--- config.mk ---
export PLATFORM = sky130hd
export DESIGN_NAME = dma_ctl_core
export DESIGN_NICKNAME = d
export VERILOG_FILES = /design/src/rtl/dma_ctl_pkg.sv /design/src/rtl/dma_ctl_core.sv /design/src/rtl/level_arbiter.sv
export SDC_FILE = /design/constraint.sdc
export NUM_CORES = 1
export LEC_CHECK = 0
export ABC_AREA = 1
export BUFFER_PORTS_ARGS = -buffer_cell sky130_fd_sc_hd__buf_2
export CORE_MARGIN = 3
export CORE_UTILIZATION = 56
export CTS_BUF_LIST = sky130_fd_sc_hd__clkbuf_8
export DETAILED_ROUTE_END_ITERATION = 8
export PLACE_DENSITY = 0.85
export SYNTH_ARGS = -nofsm -noshare
export SYNTH_HDL_FRONTEND = slang
export SYNTH_HIERARCHICAL = 1
export SYNTH_SLANG_ARGS = --single-unit
--- constraint.sdc ---
create_clock -name core_clk_i -period 4.3 [get_ports core_clk_i]
set_input_delay 0.215 -clock core_clk_i [delete_from_list [all_inputs] [get_ports core_clk_i]]
set_output_delay 0.215 -clock core_clk_i [all_outputs]
set_load 0.01 [all_outputs]
--- src/rtl/dma_ctl_pkg.sv ---
package dma_ctl_pkg;

   // Register map (byte addresses)
   localparam logic [7:0] SWTRIG_OFS = 8'h10;
   localparam logic [7:0] PRICTRL_OFS = 8'h14;
   localparam logic [7:0] IRQ_CH_OFS = 8'h20;
   localparam logic [7:0] IRQ_STATUS_OFS = 8'h40;
   localparam logic [7:0] IRQ_MASK_OFS = 8'h44;

   localparam int NUM_CH = 6;
   localparam int NUM_LVL = 4;

   // Priority control field positions
   localparam int RR_EN_BIT_0 = 7;
   localparam int LVL_STRIDE = 8;
   localparam int LVL_PRI_LSB = 0;
   localparam int LVL_PRI_W = 3;
   localparam logic [31:0] PRICTRL_RST = 32'h0000_0000;

   // Interrupt pending field positions
   localparam int IP_ID_LSB = 0;
   localparam int IP_FAULT_BIT = 8;
   localparam int IP_DONE_BIT = 9;
   localparam int IP_HALT_BIT = 10;
   localparam int IP_BAD_DESC_BIT = 13;
   localparam int IP_BUSY_BIT = 14;
   localparam int IP_WAIT_BIT = 15;

   // Event status/mask layout
   localparam int EV_HALT_BIT = 0;
   localparam int EV_DONE_BIT = 1;
   localparam int EV_FAULT_BIT = 2;
   localparam int EV_W = 3;

   typedef struct packed {
      logic [7:0] addr;
      logic [31:0] wdata;
      logic wr;
      logic rd;
   } reg_req_s;

   typedef struct packed {
      logic halt;
      logic done;
      logic fault;
   } ch_flags_s;

endpackage : dma_ctl_pkg

--- src/rtl/dma_ctl_core.sv ---
// Notes on behaviour
// Writing one triggers request if channel idle
// Trigger bit clears when channel becomes waiting
// Writing one while waiting just holds bit
// Writing zero clears trigger bit
// Per-level enable picks static or round-robin
// Round-robin stores last granted channel number
// Static field x from 1 to 5 ranks x highest
// Field kept when round-robin switched off
// Level fields at 26:24,18:16,10:8,2:0
// Reserved bits read zero
// Channel field shows lowest pending-interrupt channel
// Bit 15 shows selected channel waiting
// Bit 14 shows selected channel busy
// Bit 13 shows selected descriptor fault
// Bit 10 write-one clears halt flag
// Bit 9 write-one clears done flag
// Bit 8 write-one clears fault flag
// Field refreshes, zero if none, writable
// Static field zero ranks ascending
module dma_ctl_core #(
   parameter int NCH = dma_ctl_pkg::NUM_CH
) (
   // Clock, reset, enable
   input wire logic core_clk_i,
   input wire logic sys_rst_i,
   input wire logic ce_i,
   // Register port
   input wire logic [7:0] reg_addr_i,
   input wire logic [31:0] reg_wdata_i,
   input wire logic reg_wr_i,
   input wire logic reg_rd_i,
   output logic [31:0] reg_rdata_o,
   // Channel state from the transfer engine
   input wire logic [NCH-1:0] ch_waiting_i,
   input wire logic [NCH-1:0] ch_busy_i,
   input wire logic [NCH-1:0] ch_desc_fault_i,
   input wire logic [NCH-1:0] ch_halt_set_i,
   input wire logic [NCH-1:0] ch_done_set_i,
   input wire logic [NCH-1:0] ch_fault_set_i,
   // Per-channel priority level and grant notification
   input wire logic [2*NCH-1:0] ch_level_i,
   input wire logic [NCH-1:0] ch_req_i,
   input wire logic grant_i,
   input wire logic [1:0] grant_level_i,
   input wire logic [2:0] grant_ch_i,
   // Outputs
   output logic [NCH-1:0] soft_req_o,
   output logic [dma_ctl_pkg::NUM_LVL-1:0] lvl_gnt_valid_o,
   output logic [3*dma_ctl_pkg::NUM_LVL-1:0] lvl_gnt_ch_o,
   output logic irq_o
);

   dma_ctl_pkg::reg_req_s req;
   logic [NCH-1:0] trig_q;
   logic [NCH-1:0] soft_req_q;
   logic [dma_ctl_pkg::NUM_LVL-1:0] rr_en_q;
   logic [2:0] lvl_pri_q [dma_ctl_pkg::NUM_LVL];
   dma_ctl_pkg::ch_flags_s flags_q [NCH];
   logic [2:0] sel_q;
   logic [2:0] sel_d;
   logic [dma_ctl_pkg::EV_W-1:0] ev_stat_q;
   logic [dma_ctl_pkg::EV_W-1:0] ev_mask_q;
   logic [31:0] rdata_q;
   logic [NCH-1:0] irq_live;
   logic [NCH-1:0] waiting_prev_q;

   assign req = '{addr: reg_addr_i, wdata: reg_wdata_i, wr: reg_wr_i, rd: reg_rd_i};

   function automatic logic hit(input dma_ctl_pkg::reg_req_s r, input logic [7:0] ofs);
      hit = (r.addr == ofs);
   endfunction : hit

   function automatic logic [2:0] lowest(input logic [NCH-1:0] v);
      lowest = 3'h0;
      for (int i = NCH - 1; i >= 0; i--) begin
         if (v[i]) begin
            lowest = 3'(i);
         end
      end
   endfunction : lowest

   ////////////////////////////////////////////////////////////////////////
   // Software trigger

   // Trigger bit is held while waiting; it only pulses a request when idle
   always_ff @(posedge core_clk_i) begin
      if (sys_rst_i) begin
         trig_q <= '0;
         soft_req_q <= '0;
         waiting_prev_q <= '0;
      end else if (ce_i) begin
         waiting_prev_q <= ch_waiting_i;
         soft_req_q <= '0;
         for (int c = 0; c < NCH; c++) begin
            if (req.wr && hit(req, dma_ctl_pkg::SWTRIG_OFS)) begin
               if (!req.wdata[c]) begin
                  trig_q[c] <= 1'b0;
               end else if (ch_waiting_i[c]) begin
                  trig_q[c] <= 1'b1;
               end else begin
                  trig_q[c] <= 1'b1;
                  soft_req_q[c] <= 1'b1;
               end
            end else if (ch_waiting_i[c] && !waiting_prev_q[c]) begin
               trig_q[c] <= 1'b0;
            end
         end
      end
   end

   assign soft_req_o = soft_req_q;

   ////////////////////////////////////////////////////////////////////////
   // Priority control

   always_ff @(posedge core_clk_i) begin
      if (sys_rst_i) begin
         rr_en_q <= '0;
         for (int l = 0; l < dma_ctl_pkg::NUM_LVL; l++) begin
            lvl_pri_q[l] <= 3'h0;
         end
      end else if (ce_i) begin
         if (req.wr && hit(req, dma_ctl_pkg::PRICTRL_OFS)) begin
            for (int l = 0; l < dma_ctl_pkg::NUM_LVL; l++) begin
               // Disabling rotation leaves the field as written or last granted
               rr_en_q[l] <= req.wdata[dma_ctl_pkg::RR_EN_BIT_0 + l * dma_ctl_pkg::LVL_STRIDE];
               lvl_pri_q[l] <= req.wdata[l * dma_ctl_pkg::LVL_STRIDE +: 3];
            end
         end else if (grant_i && rr_en_q[grant_level_i]) begin
            lvl_pri_q[grant_level_i] <= grant_ch_i;
         end
      end
   end

   for (genvar g = 0; g < dma_ctl_pkg::NUM_LVL; g++) begin : g_lvl
      logic [NCH-1:0] lvl_req;
      always_comb begin
         for (int c = 0; c < NCH; c++) begin
            lvl_req[c] = ch_req_i[c] && (ch_level_i[2*c +: 2] == 2'(g));
         end
      end
      level_arbiter #(.NCH(NCH)) u_arb (
         .core_clk_i(core_clk_i),
         .sys_rst_i(sys_rst_i),
         .ce_i(ce_i),
         .rr_en_i(rr_en_q[g]),
         .pri_i(lvl_pri_q[g]),
         .req_i(lvl_req),
         .gnt_valid_o(lvl_gnt_valid_o[g]),
         .gnt_ch_o(lvl_gnt_ch_o[3*g +: 3])
      );
   end

   ////////////////////////////////////////////////////////////////////////
   // Interrupt flags and pending channel

   always_comb begin
      for (int c = 0; c < NCH; c++) begin
         irq_live[c] = flags_q[c].halt | flags_q[c].done | flags_q[c].fault;
      end
   end

   // New events win over a clear in the same cycle
   always_ff @(posedge core_clk_i) begin
      if (sys_rst_i) begin
         for (int c = 0; c < NCH; c++) begin
            flags_q[c] <= '0;
         end
      end else if (ce_i) begin
         for (int c = 0; c < NCH; c++) begin
            logic clr;
            clr = req.wr && hit(req, dma_ctl_pkg::IRQ_CH_OFS) && (sel_q == 3'(c));
            flags_q[c].halt <= ch_halt_set_i[c] |
               (flags_q[c].halt & ~(clr & req.wdata[dma_ctl_pkg::IP_HALT_BIT]));
            flags_q[c].done <= ch_done_set_i[c] |
               (flags_q[c].done & ~(clr & req.wdata[dma_ctl_pkg::IP_DONE_BIT]));
            flags_q[c].fault <= ch_fault_set_i[c] |
               (flags_q[c].fault & ~(clr & req.wdata[dma_ctl_pkg::IP_FAULT_BIT]));
         end
      end
   end

   // Software may point the field anywhere; hardware pulls it to lowest pending
   always_comb begin
      sel_d = sel_q;
      if (req.wr && hit(req, dma_ctl_pkg::IRQ_CH_OFS)) begin
         sel_d = req.wdata[dma_ctl_pkg::IP_ID_LSB +: 3];
      end else if (irq_live == '0) begin
         sel_d = 3'h0;
      end else if (lowest(irq_live) < sel_q || sel_q >= 3'(NCH) || !irq_live[sel_q]) begin
         sel_d = lowest(irq_live);
      end
   end

   always_ff @(posedge core_clk_i) begin
      if (sys_rst_i) begin
         sel_q <= 3'h0;
      end else if (ce_i) begin
         sel_q <= sel_d;
      end
   end

   ////////////////////////////////////////////////////////////////////////
   // Block interrupt

   always_ff @(posedge core_clk_i) begin
      if (sys_rst_i) begin
         ev_stat_q <= '0;
         ev_mask_q <= '0;
      end else if (ce_i) begin
         logic [dma_ctl_pkg::EV_W-1:0] set;
         logic [dma_ctl_pkg::EV_W-1:0] clr;
         set = '0;
         set[dma_ctl_pkg::EV_HALT_BIT] = |ch_halt_set_i;
         set[dma_ctl_pkg::EV_DONE_BIT] = |ch_done_set_i;
         set[dma_ctl_pkg::EV_FAULT_BIT] = |ch_fault_set_i;
         clr = (req.wr && hit(req, dma_ctl_pkg::IRQ_STATUS_OFS)) ?
            req.wdata[dma_ctl_pkg::EV_W-1:0] : '0;
         ev_stat_q <= set | (ev_stat_q & ~clr);
         if (req.wr && hit(req, dma_ctl_pkg::IRQ_MASK_OFS)) begin
            ev_mask_q <= req.wdata[dma_ctl_pkg::EV_W-1:0];
         end
      end
   end

   assign irq_o = |(ev_stat_q & ev_mask_q);

   ////////////////////////////////////////////////////////////////////////
   // Read data

   always_ff @(posedge core_clk_i) begin
      if (sys_rst_i) begin
         rdata_q <= '0;
      end else if (ce_i) begin
         rdata_q <= '0;
         if (req.rd) begin
            case (req.addr)
               dma_ctl_pkg::SWTRIG_OFS: begin
                  rdata_q[NCH-1:0] <= trig_q;
               end
               dma_ctl_pkg::PRICTRL_OFS: begin
                  for (int l = 0; l < dma_ctl_pkg::NUM_LVL; l++) begin
                     rdata_q[dma_ctl_pkg::RR_EN_BIT_0 + l * dma_ctl_pkg::LVL_STRIDE] <= rr_en_q[l];
                     rdata_q[l * dma_ctl_pkg::LVL_STRIDE +: 3] <= lvl_pri_q[l];
                  end
               end
               dma_ctl_pkg::IRQ_CH_OFS: begin
                  rdata_q[dma_ctl_pkg::IP_ID_LSB +: 3] <= sel_q;
                  if (sel_q < 3'(NCH)) begin
                     rdata_q[dma_ctl_pkg::IP_WAIT_BIT] <= ch_waiting_i[sel_q];
                     rdata_q[dma_ctl_pkg::IP_BUSY_BIT] <= ch_busy_i[sel_q];
                     rdata_q[dma_ctl_pkg::IP_BAD_DESC_BIT] <= ch_desc_fault_i[sel_q];
                     rdata_q[dma_ctl_pkg::IP_HALT_BIT] <= flags_q[sel_q].halt;
                     rdata_q[dma_ctl_pkg::IP_DONE_BIT] <= flags_q[sel_q].done;
                     rdata_q[dma_ctl_pkg::IP_FAULT_BIT] <= flags_q[sel_q].fault;
                  end
               end
               dma_ctl_pkg::IRQ_STATUS_OFS: begin
                  rdata_q[dma_ctl_pkg::EV_W-1:0] <= ev_stat_q;
               end
               dma_ctl_pkg::IRQ_MASK_OFS: begin
                  rdata_q[dma_ctl_pkg::EV_W-1:0] <= ev_mask_q;
               end
               default: begin
                  rdata_q <= '0;
               end
            endcase
         end
      end
   end

   assign reg_rdata_o = rdata_q;

endmodule : dma_ctl_core

--- src/rtl/level_arbiter.sv ---
// Picks one requesting channel of one priority level
module level_arbiter #(
   parameter int NCH = 6
) (
   input wire logic core_clk_i,
   input wire logic sys_rst_i,
   input wire logic ce_i,
   // Control
   input wire logic rr_en_i,
   input wire logic [2:0] pri_i,
   input wire logic [NCH-1:0] req_i,
   // Result
   output logic gnt_valid_o,
   output logic [2:0] gnt_ch_o
);

   logic [2:0] start;
   logic [2:0] idx;
   logic found;
   logic [2:0] pick;

   // Static: start at pri_i (0 or values of NCH and up give ascending); rr: start after last grant
   always_comb begin
      if (rr_en_i) begin
         start = (pri_i >= 3'(NCH - 1)) ? 3'h0 : 3'(pri_i + 3'h1);
      end else begin
         start = (pri_i >= 3'(NCH)) ? 3'h0 : pri_i;
      end
      found = 1'b0;
      pick = 3'h0;
      idx = start;
      for (int k = 0; k < NCH; k++) begin
         if (!found && req_i[idx]) begin
            found = 1'b1;
            pick = idx;
         end
         idx = (idx == 3'(NCH - 1)) ? 3'h0 : 3'(idx + 3'h1);
      end
   end

   always_ff @(posedge core_clk_i) begin
      if (sys_rst_i) begin
         gnt_valid_o <= 1'b0;
         gnt_ch_o <= 3'h0;
      end else if (ce_i) begin
         gnt_valid_o <= found;
         gnt_ch_o <= pick;
      end
   end

endmodule : level_arbiter

**Yosys cells after proc, flatten, opt, wreduce, memory -nomap -nowiden**

Memory sizes are Yosys's and may differ from the RTL's. A register that Yosys moved wholly into a read port is not among the register bits.
Index checks and enable logic that the tools add are counted.

- Output and inout port bits: 55
- Memories kept: 2
- Logic and storage cells: 601
- Bits in writable memories: 30
- Bits in registers: 79

Memory list:

| name | words | width | read ports | clocked after memory_dff | wr ports | line | text |
|---|---|---|---|---|---|---|---|
| flags_q | 6 | 3 | 7 | 1 | 6 | dma_ctl_core.sv:59 | `dma_ctl_pkg::ch_flags_s flags_q [NCH];` |
| lvl_pri_q | 4 | 3 | 4 | 0 | 4 | dma_ctl_core.sv:58 | `logic [2:0] lvl_pri_q [dma_ctl_pkg::NUM_LVL];` |

- Magnitude comparators: 37
- Reductions and logical operators: 120
- Add/sub/neg operators: 24
- Muxes and demuxes: 239
- Bitwise logic cells: 110
- Eq/ne operators: 48

Operators with widths:

| operator | number |
|---|---|
| 3-bit two-way mux | 79 |
| 1-bit two-way mux | 124 |
| 3-bit by 4-bit less-than comparator with 1-bit output, second input constant | 25 |
| 1-bit binary-select mux with 3-bit select | 28 |
| 3-bit by 1-bit adder with 3-bit output, second input constant | 24 |
| 3-bit == test, second input constant | 22 |
| 1-bit logical AND | 62 |
| 1-bit bitwise OR | 52 |
| 1-bit bitwise AND | 36 |
| 32-bit two-way mux | 1 |
| 3-bit greater-or-equal comparator, second input constant | 9 |
| 1-bit logical NOT | 27 |
| 2-bit == test, second input constant | 12 |
| 1-bit inverter | 18 |
| 2-bit AND reduction | 9 |
| 6-bit OR reduction | 3 |
| 8-bit by 5-bit == test with 1-bit output, second input constant | 2 |
| 8-bit by 7-bit == test with 1-bit output, second input constant | 2 |
| 3-bit one-hot mux with 5 select lines | 1 |
| 2-bit by 1-bit == test with 1-bit output, second input constant | 6 |
| 2-bit logical NOT | 6 |
| 2-bit nonzero test | 6 |
| 8-bit by 6-bit == test with 1-bit output, second input constant | 1 |
| 3-bit bitwise AND | 2 |
| other kinds (17) | 21 |

**Longest topological paths before layout**

Gate-level depths: netlist of the first run.
An unclocked memory read counts as a cell.

- Word-level depth: 22
- Gate-level depth with buffers: 26
- Gate-level depth less buffers: 26

**Hierarchy**

The synthesis of the first run kept the hierarchy.

Modules (own cells, without submodules):

| module | instances | area each (sq um) | cells each |
|---|---|---|---|
| dma_ctl_core | 1 | 4524.3 | 583 |
| level_arbiter | 4 | 1078.5 | 206 |

**Least setup slack after synthesis of the first run**

Ideal clock, no wire load.

- Path type: reg-to-reg
- Start point: mem lvl_pri_q[2][0]
- End point: reg g_lvl[2].u_arb.gnt_ch_o[1]
- Setup slack: 0.948 ns
- Required time: 4.230 ns
- Arrival time: 3.282 ns
- Library setup time: 0.070 ns
- Stages on the path, launching flop included: 27
- Period minus slack after synthesis: 3.352 ns
- Cells stage by stage: edfxtp_1 inv_1 ha_1 inv_1 nand2_1 nand2_1 nand2_1 inv_2 nand2_1 nand2_2 inv_1 ha_1 nand2_1 ha_1 nand2_1 ha_1 nand2_2 nand2_1 nand2_1 nand2_1 nand2_1 nand3_1 nor2_2 nand2_1 nand2_1 nand2_1 a21oi_1

RTL lines:

| element | line | text |
|---|---|---|
| start, declared | dma_ctl_core.sv:58 |  |
| end signal, assigned | level_arbiter.sv:47 | `gnt_ch_o <= pick;` |
| end, declared | level_arbiter.sv:14 | `output logic [2:0] gnt_ch_o` |

==> results.sh, run 1 <==
export IMPL_outcome="finished clean"
export IMPL_floorplan_io_pins=160
export IMPL_cp_peak_stage_delay_ps=520
export IMPL_die_w_um=131.6
export IMPL_finalWorstPathRequiredPeriod_ps=3929
export IMPL_worst_skew_late_latency_ps=390
export IMPL_synth_edf_count=30
export IMPL_fin_worst_skew_ps=11.75
export IMPL_worst_path_slowest_cell="sky130_fd_sc_hd__edfxtp_1"
export IMPL_vias_per_cell=5.431
export IMPL_combinationalPowerShare_pct=35.7
export IMPL_cell_taking_the_most_area_after_synthesis="sky130_fd_sc_hd__nand2_1"
export IMPL_route_detailed_wl_per_inst_um=13.63
export IMPL_ir_drop_mv=0.2258
export IMPL_layout_overhead_on_the_synthesized_area_pct=12.19
export IMPL_cp_start_kind="register"
export IMPL_synthFlopType="sky130_fd_sc_hd__dfxtp_1"
export IMPL_p_sw_uw=1080
export IMPL_drt_antenna_violating_nets=0
export IMPL_power_share_sequential_pct=41.4
export IMPL_share_of_final_layout_standard_cells_stronger_than_drive_strength_1_pct=18.80
export IMPL_overflow=0
export IMPL_fill_cells=1440
export IMPL_finalMaxSlewViolations=0
export IMPL_place_detailed_instances=1743
export IMPL_final_nets=1687
export IMPL_synth_ff_latch_count=101
export IMPL_final_util_pct=64.75
export IMPL_fp_dieH_um=131.6
export IMPL_antenna_found_initial=1
export IMPL_num_vias=9581
export IMPL_first_global_vias=8489
export IMPL_ws_path_type="register to register"
export IMPL_p_per_area_mw_per_mm2=269.4
export IMPL_synth_area_top_cells="sky130_fd_sc_hd__nand2_1 (17%), sky130_fd_sc_hd__dfxtp_1 (16%), sky130_fd_sc_hd__nand3_1 (10%), sky130_fd_sc_hd__edfxtp_1 (10%), sky130_fd_sc_hd__inv_1 (8.3%)"
export IMPL_n_antenna_cell=0
export IMPL_clock_tree_buffer_depth=2
export IMPL_clock_sink_count=101
export IMPL_grt_start_max_net_pins=33
export IMPL_cts_buffers_inserted=9
export IMPL_design_die_area_mm2=0.01733
export IMPL_path_clk_slew_ps=110
export IMPL_leakagePower_uw=0.005138
export IMPL_syn_avg_cell_area_um2=6.282
export IMPL_finalHoldWorstSlack_ps=33.66
export IMPL_synth_cells=1407
export IMPL_final_design_area_no_fill_mm2=0.009916
export IMPL_cp_required_ps=4630
export IMPL_total_negative_slack_ps=0
export IMPL_multi_input_gate_area_in_the_final_layout_mm2=0.005482
export IMPL_core_region_area_mm2=0.01531
export IMPL_numPortBuffers=135
export IMPL_timing_critical_path_mode_cell="sky130_fd_sc_hd__nand2_1"
export IMPL_seq_area_mm2=0.002322
export IMPL_netSwitchingFraction_pct=40.41
export IMPL_final_cell_count_no_fill=1764
export IMPL_path_buf_inv=4
export IMPL_finalCritPeriodShare_pct=91.38
export IMPL_critical_path_capture_point_type="register"
export IMPL_grt_pass1_wl_mm=39.46
export IMPL_drcViolationCount=0
export IMPL_floorplan_rows=45
export IMPL_yosysWarningCount=6
export IMPL_placed_cell_area_mm2=0.009674
export IMPL_final_hold_vios=0
export IMPL_weighted_congestion_at_the_end_of_routability_driven_global_placement=0.9968
export IMPL_clock_tree_from_tritoncts="done"
export IMPL_clock_tree_root_cell="sky130_fd_sc_hd__clkbuf_8"
export IMPL_synth_top_cell_area_share_pct=16.99
export IMPL_pwr_share_clk_pct=22.8
export IMPL_fmax_ghz=0.2545
export IMPL_internal_power_uw=1592
export IMPL_slew_limit_headroom_pct=39.43
export IMPL_wl_final_mm=24.05
export IMPL_min_delay_path_class="input port to register"
export IMPL_grt_usage_pct=26.91
export IMPL_worstPathArrival_ps=4260
export IMPL_tightestPinTransition_ps=899.0
export IMPL_synth_cells_most_frequent="sky130_fd_sc_hd__nand2_1 (400), sky130_fd_sc_hd__inv_1 (195), sky130_fd_sc_hd__nand3_1 (184)"
export IMPL_worstPathMaxFanout=8
export IMPL_grt_setup_unrepaired="false"
export IMPL_drv_max_cap_violation_count=0
export IMPL_seq_area_frac_synth_pct=26.27
export IMPL_critical_path_top_delay_family="simple AND/OR/NAND/NOR gates"
export IMPL_cell_area_after_technology_mapping_mm2=0.008838
export IMPL_ctsHtreeMaxLevel=3
export IMPL_finalSetupViolations=0
export IMPL_yosys_cell_types_count=48
export IMPL_initial_standard_cell_utilization_of_the_core_pct=57.71
export IMPL_synth_most_common_cell="sky130_fd_sc_hd__nand2_1"
export IMPL_detail_route_iter0_violations=843
export IMPL_dp_hpwl_mm=19.00
export IMPL_dr_pass1_iters=6
export IMPL_postSynth_asyncResetShare_pct=0
## area by class of cell
| cell class | instances | area share, % |
|---|---|---|
| flip-flops and latches | 101 | 23.42 |
| repair buffers | 149 | 7.924 |
| clock inverters | 7 | 0.6814 |
| well taps | 211 | 2.662 |
| multi-input cells | 1055 | 55.28 |
| inverters | 232 | 8.782 |
| clock buffers | 9 | 1.249 |
## layer usage
layer  track usage (%)  vias to the layer above  routed length [um]
met5                 0                        -                  14
met4             7.526                        2                 500
met3             5.896                       46                2056
met2             45.93                      398               11430
met1             34.30                     4277               10050
li1                  -                     4858                   -
## placed cells by master (no fill, tap or decap), types with 8 or more instances in the layout
| master | netlist | layout |
|---|---|---|
| sky130_fd_sc_hd__ha_1 | 34 | 34 |
| sky130_fd_sc_hd__buf_2 | 3 | 135 |
| sky130_fd_sc_hd__inv_1 | 195 | 195 |
| sky130_fd_sc_hd__nand4_1 | 12 | 12 |
| sky130_fd_sc_hd__clkbuf_8 | 0 | 9 |
| sky130_fd_sc_hd__nand2_1 | 400 | 399 |
| sky130_fd_sc_hd__a32o_1 | 14 | 14 |
| sky130_fd_sc_hd__buf_4 | 12 | 12 |
| sky130_fd_sc_hd__nand3_2 | 13 | 13 |
| sky130_fd_sc_hd__dfxtp_1 | 71 | 71 |
| sky130_fd_sc_hd__o21ai_0 | 63 | 63 |
| sky130_fd_sc_hd__o21ai_1 | 28 | 28 |
| sky130_fd_sc_hd__edfxtp_1 | 30 | 30 |
| sky130_fd_sc_hd__o21ai_2 | 8 | 8 |
| sky130_fd_sc_hd__a21oi_1 | 57 | 57 |
| sky130_fd_sc_hd__inv_2 | 35 | 35 |
| sky130_fd_sc_hd__nand2_2 | 28 | 28 |
| sky130_fd_sc_hd__nor2_1 | 86 | 85 |
| sky130_fd_sc_hd__nand3_1 | 184 | 184 |
| sky130_fd_sc_hd__nor2_2 | 9 | 10 |
| sky130_fd_sc_hd__conb_1 | 1 | 11 |
| sky130_fd_sc_hd__nor3_1 | 30 | 30 |
## flip-flops by register name, indices dropped and copies added (netlist names), named ones only
name and cells:
ev_mask_q 3, ev_stat_q 3, flags_q 18, g_lvl.u_arb/gnt_ch_o 12, g_lvl.u_arb/gnt_valid_o 4, lvl_pri_q 12, reg_rdata_o 21, rr_en_q 4
sel_q 3, soft_req_o 6, trig_q 6, waiting_prev_q 6
## worst paths after layout
check,start,to,slack [ps],cells after the start
min reg2reg,waiting_prev_q[3],waiting_prev_q[3],460,2
min,reg_wdata_i[23],rr_en_q[2],30,3
max,lvl_pri_q[1][0],g_lvl[1].u_arb/gnt_ch_o[0],370,26
max reg2reg,lvl_pri_q[1][0],g_lvl[1].u_arb/gnt_ch_o[0],370,26
## tightest hold or removal path, cell delays in order
cell                      delay (ps)
sky130_fd_sc_hd__buf_2            80
sky130_fd_sc_hd__nand2_1          40
sky130_fd_sc_hd__o21ai_0          50
## cell families (layout without fill, tap and decap cells)
group | after synthesis | count (layout) | share of synthesized area, %
simple gates | 793 | 793 | 40.90
buf+inv | 261 | 397 | 12.25
compound gates | 213 | 213 | 15.27
flops | 101 | 101 | 26.27
fa+ha+maj | 34 | 34 | 4.813
mux | 4 | 4 | 0.4530
other cells | 1 | 11 | 0.04243
## power by group through the flow
stage	logic (uW)	registers, uW	clock network, uW
final	955	1110	610
after global routing	1080	1120	653
after CTS	936	1100	619
after detailed placement	931	1130	0
after global placement	906	1130	0
after floorplan	729	1100	0
## through the flow
stage                     worst slack, ps  power [uW]
after floorplan                     948.0        1829
after global placement              544.1        2031
after detailed placement            469.4        2057
after CTS                           448.1        2660
after global routing                21.89        2851
final                               370.6        2671
## repair_timing
item                       in CTS  in global routing
setup buffers                   0                  3
hold endpoints to repair        2                  0
resized for setup               0                  2
setup endpoints to repair       0                  5
hold buffers                    2                  0
(Power assumes the default switching activity.)
==> run 2: changes to the inputs <==
--- a/config.mk
+++ b/config.mk
@@ -9,10 +9,11 @@
 export BUFFER_PORTS_ARGS = -buffer_cell sky130_fd_sc_hd__buf_2
 export CORE_MARGIN = 3
 export CORE_UTILIZATION = 56
-export CTS_BUF_LIST = sky130_fd_sc_hd__clkbuf_8
 export DETAILED_ROUTE_END_ITERATION = 8
+export HOLD_SLACK_MARGIN = 0.06
 export PLACE_DENSITY = 0.85
 export SYNTH_ARGS = -nofsm -noshare
 export SYNTH_HDL_FRONTEND = slang
 export SYNTH_HIERARCHICAL = 1
 export SYNTH_SLANG_ARGS = --single-unit
+export TNS_END_PERCENT = 100
==> run 2 against run 1 <==
Effect of this change: register-to-register slack better by 50 ps; via count increased by 0.15%; total power increased by 7.6%; highest routed layer unchanged; largest cell class unchanged; worst hold slack gained 46 ps; cell count hardly changed.
==> results.sh, run 2 (same netlist as run 1, synthesis figures left out) <==
export IMPL_slew_limit_headroom_pct=39.93
export IMPL_grt_setup_unrepaired="false"
export IMPL_tightestPinTransition_ps=891.6
export IMPL_worstPathArrival_ps=4160
export IMPL_power_share_sequential_pct=38.5
export IMPL_design_die_area_mm2=0.01733
export IMPL_worstPathMaxFanout=8
export IMPL_die_w_um=131.6
export IMPL_final_nets=1688
export IMPL_drcViolationCount=0
export IMPL_fmax_ghz=0.2580
export IMPL_final_hold_vios=0
export IMPL_finalMaxSlewViolations=0
export IMPL_final_util_pct=65.46
export IMPL_share_of_final_layout_standard_cells_stronger_than_drive_strength_1_pct=18.73
export IMPL_layout_cells_most_common_list="sky130_fd_sc_hd__nand2_1 (400), sky130_fd_sc_hd__inv_1 (195), sky130_fd_sc_hd__nand3_1 (184), sky130_fd_sc_hd__buf_2 (135), sky130_fd_sc_hd__nor2_1 (85)"
export IMPL_pwr_share_clk_pct=28.3
export IMPL_floorplan_io_pins=160
export IMPL_drv_max_cap_violation_count=0
export IMPL_worstHoldStart="ch_waiting_i[1]"
export IMPL_route_detailed_wl_per_inst_um=13.65
export IMPL_rr_startpoint="lvl_pri_q[1][0]"
export IMPL_min_delay_path_depth=2
export IMPL_fin_worst_skew_ps=8.783
export IMPL_num_vias=9595
export IMPL_finalWorstPathRequiredPeriod_ps=3875
export IMPL_reg2reg_depth=26
export IMPL_clock_tree_root_cell="sky130_fd_sc_hd__clkbuf_16"
export IMPL_overflow=0
export IMPL_layout_cells_most_common="sky130_fd_sc_hd__nand2_1"
export IMPL_total_negative_slack_ps=0
export IMPL_p_per_area_mw_per_mm2=286.7
export IMPL_ctsHtreeMaxLevel=3
export IMPL_min_delay_path_class="input port to register"
export IMPL_cp_required_ps=4590
export IMPL_layout_overhead_on_the_synthesized_area_pct=13.42
export IMPL_rrSetupSlack_ps=420
export IMPL_floorplan_rows=45
export IMPL_final_design_area_no_fill_mm2=0.01002
export IMPL_ir_drop_mv=0.2560
export IMPL_dr_pass1_iters=5
export IMPL_path_clk_slew_ps=80
export IMPL_largest_register_ff_count=21
export IMPL_worst_skew_late_latency_ps=360
export IMPL_netSwitchingFraction_pct=38.25
export IMPL_p_sw_uw=1099
export IMPL_hold_path_endpoint="soft_req_o[1]"
export IMPL_finalWorstSetupSlack_ps=424.7
export IMPL_clock_tree_buffer_depth=2
export IMPL_outcome="finished clean"
export IMPL_initial_standard_cell_utilization_of_the_core_pct=57.71
export IMPL_weighted_congestion_at_the_end_of_routability_driven_global_placement=0.9968
export IMPL_placed_cell_area_mm2=0.009674
export IMPL_leakagePower_uw=0.005188
export IMPL_wl_final_mm=24.09
export IMPL_fill_cells=1412
export IMPL_r2r_end="g_lvl[1].u_arb/gnt_ch_o[0]"
export IMPL_combinationalPowerShare_pct=33.2
export IMPL_antenna_found_initial=1
export IMPL_n_antenna_cell=0
export IMPL_grt_pass1_wl_mm=39.78
export IMPL_finalCritPeriodShare_pct=90.12
export IMPL_internal_power_uw=1775
export IMPL_drt_antenna_violating_nets=0
export IMPL_detail_route_iter0_violations=809
export IMPL_finalSetupViolations=0
export IMPL_grt_start_max_net_pins=33
export IMPL_clock_sink_count=101
export IMPL_dp_hpwl_mm=19.00
export IMPL_core_region_area_mm2=0.01531
export IMPL_grt_usage_pct=27.10
export IMPL_critical_path_capture_point_type="register"
export IMPL_first_global_vias=8519
export IMPL_vias_per_cell=5.436
export IMPL_fp_dieH_um=131.6
export IMPL_ws_path_type="register to register"
export IMPL_cts_buffers_inserted=9
export IMPL_clock_tree_from_tritoncts="done"
export IMPL_numPortBuffers=135
export IMPL_worst_slack_placed_ps=469.4
export IMPL_cp_start_kind="register"
[run 2: cell count changes in the layout (fill, tap and decap cells not counted)]
cell / before / now
sky130_fd_sc_hd__clkbuf_16: 0 / 9
sky130_fd_sc_hd__dlygate4sd3_1: 2 / 3
sky130_fd_sc_hd__nand2_1: 399 / 400
sky130_fd_sc_hd__clkbuf_8: 9 / 0
sky130_fd_sc_hd__nand2_2: 28 / 27
[run 2: what timing repair did]
| item | in CTS | in global routing |
|---|---|---|
| hold endpoints to repair | 3 | 0 |
| endpoints found under the setup margin | 0 | 3 |
| hold buffers | 3 | 0 |
| resized for setup | 0 | 1 |
| setup buffers | 0 | 3 |
[run 2: per-layer routing]
layer / wire (um) / vias up / GRT usage (%)
li1: - / 4863 / -
met1: 10160 / 4283 / 34.88
met2: 11510 / 410 / 46.39
met3: 1964 / 37 / 5.322
met4: 438 / 2 / 7.410
met5: 13 / - / 0
[run 2: power by group through the flow]
| stage | registers, uW | clock network (uW) | logic, uW |
|---|---|---|---|
| 6_report | 1110 | 814 | 953 |
| 3_5_place_dp | 1130 | 0 | 931 |
| 3_3_place_gp | 1130 | 0 | 906 |
| 5_1_grt | 1120 | 862 | 1080 |
| 2_1_floorplan | 1100 | 0 | 729 |
| 4_1_cts | 1100 | 826 | 937 |
[run 2: worst max path at each step]
stage | from | endpoint | slack, ps | cells after the start
after floorplan | lvl_pri_q[2][0] | g_lvl[2].u_arb/gnt_ch_o[1] | 950 | 26
after global placement | lvl_pri_q[0][0] | g_lvl[0].u_arb/gnt_ch_o[1] | 540 | 23
after detailed placement | lvl_pri_q[3][0] | g_lvl[3].u_arb/gnt_ch_o[2] | 470 | 26
after CTS | lvl_pri_q[0][0] | g_lvl[0].u_arb/gnt_ch_o[2] | 450 | 23
after global routing | lvl_pri_q[3][0] | g_lvl[3].u_arb/gnt_ch_o[1] | 2 | 26
final | lvl_pri_q[1][0] | g_lvl[1].u_arb/gnt_ch_o[0] | 420 | 26
[run 2: layout make-up]
cell class                      instances  area [um^2]  share of cell area [%]
Clock buffer                            9        225.2                   2.247
Sequential cell                       101         2322                   23.17
Inverter                              232        870.8                   8.687
Tap cell                              211        264.0                   2.634
Timing Repair Buffer                  150        795.8                   7.938
Clock inverter                          7        67.56                  0.6740
Multi-Input combinational cell       1055         5479                   54.66
[run 2: metrics by stage]
step	cells	hold WS, ps	power [uW]
after floorplan	1417	284.1	1829
after global placement	1743	415.2	2031
after detailed placement	1743	422.6	2057
after CTS	1762	67.53	2868
after global routing	1765	87.57	3059
final	1765	79.55	2874
[run 2: worst max-delay path, cell delays in order (launching register included)]
cell and delay [ps]:
sky130_fd_sc_hd__edfxtp_1 510, sky130_fd_sc_hd__inv_1 80, sky130_fd_sc_hd__ha_1 300, sky130_fd_sc_hd__inv_1 50, sky130_fd_sc_hd__nand2_1 40, sky130_fd_sc_hd__nand2_1 60, sky130_fd_sc_hd__nand2_1 160, sky130_fd_sc_hd__inv_2 190
sky130_fd_sc_hd__nand2_1 100, sky130_fd_sc_hd__nand2_2 130, sky130_fd_sc_hd__inv_1 50, sky130_fd_sc_hd__ha_1 290, sky130_fd_sc_hd__nand2_1 100, sky130_fd_sc_hd__ha_1 290, sky130_fd_sc_hd__nand2_1 100, sky130_fd_sc_hd__ha_1 360
sky130_fd_sc_hd__nand2_2 130, sky130_fd_sc_hd__nand2_1 80, sky130_fd_sc_hd__nand2_1 90, sky130_fd_sc_hd__nand2_1 70, sky130_fd_sc_hd__nand2_1 70, sky130_fd_sc_hd__nand3_1 100, sky130_fd_sc_hd__nor2_2 130, sky130_fd_sc_hd__nand2_1 60
sky130_fd_sc_hd__nand2_1 50, sky130_fd_sc_hd__nand2_1 50, sky130_fd_sc_hd__a21oi_1 130
==> run 3: changes to the inputs <==
--- a/config.mk
+++ b/config.mk
@@ -6,12 +6,14 @@
 export NUM_CORES = 1
 export LEC_CHECK = 0
 export ABC_AREA = 1
+export ABC_CLOCK_PERIOD_IN_PS = 4300
 export BUFFER_PORTS_ARGS = -buffer_cell sky130_fd_sc_hd__buf_2
 export CORE_MARGIN = 3
 export CORE_UTILIZATION = 56
 export DETAILED_ROUTE_END_ITERATION = 8
 export HOLD_SLACK_MARGIN = 0.06
 export PLACE_DENSITY = 0.85
+export RECOVER_POWER = 100
 export SYNTH_ARGS = -nofsm -noshare
 export SYNTH_HDL_FRONTEND = slang
 export SYNTH_HIERARCHICAL = 1
==> run 3 against run 2 <==
Effect of this change: critical path type unchanged; combinational power down 1%; clock skew hardly changed; largest power group unchanged; register-to-register slack about the same; the flow now finishes with violations (capacitance limit); worst hold slack better by 17 ps; highest routed layer unchanged; design area down 1.2%; die area stayed put; via count up 0.44%; global-route usage unchanged; clock power up 0.5%; cell count did not move; largest cell class unchanged; critical endpoint unchanged; routed wire length increased by 0.64%; sequential share of layout area grew 0.27 points.
==> results.sh, run 3 (same netlist as run 1, synthesis figures left out) <==
export IMPL_dp_hpwl_mm=19.00
export IMPL_fin_worst_skew_ps=8.357
export IMPL_final_util_pct=64.69
export IMPL_final_hold_vios=0
export IMPL_ws_path_type="register to register"
export IMPL_fmax_ghz=0.2580
export IMPL_worst_setup_path_endpoint="g_lvl[1].u_arb/gnt_ch_o[0]"
export IMPL_clock_tree_from_tritoncts="done"
export IMPL_critical_path_capture_point_type="register"
export IMPL_drt_antenna_violating_nets=0
export IMPL_weighted_congestion_at_the_end_of_routability_driven_global_placement=0.9968
export IMPL_first_global_vias=8519
export IMPL_ctsHtreeMaxLevel=3
export IMPL_cp_required_ps=4590
export IMPL_clock_tree_root_cell="sky130_fd_sc_hd__clkbuf_16"
export IMPL_floorplan_rows=45
export IMPL_tightestPinTransition_ps=1462
export IMPL_min_delay_path_class="input port to register"
export IMPL_num_vias=9637
export IMPL_violations_in_the_final_reports="capacitance limit"
export IMPL_path_clk_slew_ps=70
export IMPL_final_nets=1688
export IMPL_overflow=0
export IMPL_fp_dieH_um=131.6
export IMPL_place_detailed_instances=1743
export IMPL_floorplan_io_pins=160
export IMPL_layout_cells_most_common_list="sky130_fd_sc_hd__nand2_1 (403), sky130_fd_sc_hd__inv_1 (197), sky130_fd_sc_hd__nand3_1 (184), sky130_fd_sc_hd__buf_2 (88), sky130_fd_sc_hd__nor2_1 (87)"
export IMPL_share_of_final_layout_standard_cells_stronger_than_drive_strength_1_pct=14.80
export IMPL_drv_max_cap_violation_count=1
export IMPL_slew_limit_headroom_pct=1.644
export IMPL_core_region_area_mm2=0.01531
export IMPL_min_delay_path_depth=3
export IMPL_p_per_area_mw_per_mm2=289.4
export IMPL_worstPathMaxFanout=8
export IMPL_dr_pass1_iters=5
export IMPL_finalWorstPathRequiredPeriod_ps=3876
export IMPL_worstPathArrival_ps=4160
export IMPL_grt_pass1_wl_mm=39.78
export IMPL_route_detailed_wl_per_inst_um=13.73
export IMPL_numPortBuffers=135
export IMPL_finalMaxSlewViolations=0
export IMPL_total_negative_slack_ps=0
export IMPL_rr_startpoint="lvl_pri_q[1][0]"
export IMPL_reg2reg_depth=26
export IMPL_finalCritPeriodShare_pct=90.14
export IMPL_leakagePower_uw=0.004978
export IMPL_wl_final_mm=24.24
export IMPL_clock_tree_buffer_depth=2
export IMPL_grt_start_max_net_pins=33
export IMPL_design_die_area_mm2=0.01733
export IMPL_finalSetupViolations=0
export IMPL_final_cell_count_no_fill=1765
export IMPL_grt_setup_unrepaired="false"
export IMPL_clock_sink_count=101
export IMPL_rrSetupSlack_ps=420
export IMPL_vias_per_cell=5.460
export IMPL_cts_buffers_inserted=9
export IMPL_layout_cells_most_common="sky130_fd_sc_hd__nand2_1"
export IMPL_detail_route_iter0_violations=764
export IMPL_r2r_end="g_lvl[1].u_arb/gnt_ch_o[0]"
export IMPL_ir_drop_mv=0.2530
export IMPL_largest_register_ff_count=21
export IMPL_die_w_um=131.6
export IMPL_worstSetupStartpoint="lvl_pri_q[1][0]"
export IMPL_worst_skew_late_latency_ps=360
export IMPL_n_antenna_cell=0
export IMPL_initial_standard_cell_utilization_of_the_core_pct=57.71
export IMPL_grt_usage_pct=27.10
export IMPL_drcViolationCount=0
export IMPL_total_power_uw=2867
export IMPL_layout_overhead_on_the_synthesized_area_pct=12.09
export IMPL_antenna_found_initial=1
export IMPL_outcome="finished, violations left"
export IMPL_cp_start_kind="register"
run 3: cell types whose count changed in the layout (fill, tap and decap cells not counted), sizes merged:
| cell | before | now |
|---|---|---|
| buf | 147 | 99 |
| clkbuf | 9 | 57 |
run 3: final cells by class:
| class | count | area [um^2] |
|---|---|---|
| clock buffers | 9 | 225.2 |
| clock inverters | 7 | 67.56 |
| inverters | 232 | 870.8 |
| fillers | 1441 | 5408 |
| multi-input cells | 1055 | 5424 |
| well taps | 211 | 264.0 |
| flip-flops and latches | 101 | 2322 |
| repair buffers | 150 | 733.2 |
run 3: power breakdown:
part           switching (uW)  internal (uW)
Clock                     410            408
Combinational             621            322
Sequential               69.3           1040
run 3: worst min path at each step:
stage | from | to | slack [ps]
after global routing | reg_wdata_i[31] | rr_en_q[3] | 90
after global placement | ch_waiting_i[3] | soft_req_o[3] | 420
after detailed placement | ch_waiting_i[3] | soft_req_o[3] | 420
after CTS | ch_waiting_i[1] | soft_req_o[1] | 70
after floorplan | sys_rst_i | g_lvl[0].u_arb/gnt_ch_o[0] | 280
final | reg_wdata_i[31] | rr_en_q[3] | 100
run 3: routing by layer:
metal  up-vias  part of all wire [%]  global-route usage (%)
li1       4865                     -                       -
met1      4287                    42                   34.88
met2       438                    47                   46.39
met3        45                   8.8                   5.322
met4         2                   1.9                   7.410
met5         -                 0.054                       0
run 3: metrics by stage:
stage	hold WS [ps]	setup WS, ps	instance area [um^2]
2_1_floorplan	284.1	948.0	8876
4_1_cts	67.53	454.1	9997
3_3_place_gp	415.2	544.1	9674
6_report	96.08	424.2	9907
5_1_grt	87.57	2.023	9907
3_5_place_dp	422.6	469.4	9674
run 3: worst max-delay path, stage by stage (launching register included):
cell	delay, ps
sky130_fd_sc_hd__edfxtp_1	510
sky130_fd_sc_hd__inv_1	80
sky130_fd_sc_hd__ha_1	300
sky130_fd_sc_hd__inv_1	50
sky130_fd_sc_hd__nand2_1	40
sky130_fd_sc_hd__nand2_1	60
sky130_fd_sc_hd__nand2_1	170
sky130_fd_sc_hd__inv_2	190
sky130_fd_sc_hd__nand2_1	100
sky130_fd_sc_hd__nand2_2	130
sky130_fd_sc_hd__inv_1	50
sky130_fd_sc_hd__ha_1	290
sky130_fd_sc_hd__nand2_1	100
sky130_fd_sc_hd__ha_1	290
sky130_fd_sc_hd__nand2_1	100
sky130_fd_sc_hd__ha_1	360
sky130_fd_sc_hd__nand2_2	130
sky130_fd_sc_hd__nand2_1	80
sky130_fd_sc_hd__nand2_1	90
sky130_fd_sc_hd__nand2_1	70
sky130_fd_sc_hd__nand2_1	70
sky130_fd_sc_hd__nand3_1	100
sky130_fd_sc_hd__nor2_2	130
sky130_fd_sc_hd__nand2_1	60
sky130_fd_sc_hd__nand2_1	50
sky130_fd_sc_hd__nand2_1	50
sky130_fd_sc_hd__a21oi_1	130
run 3: timing repair:
item                       in CTS  in global routing
setup endpoints to repair       0                  3
buffers inserted                0                  3
hold endpoints to repair        3                  0
hold buffers                    3                  0
resized for setup               0                  1
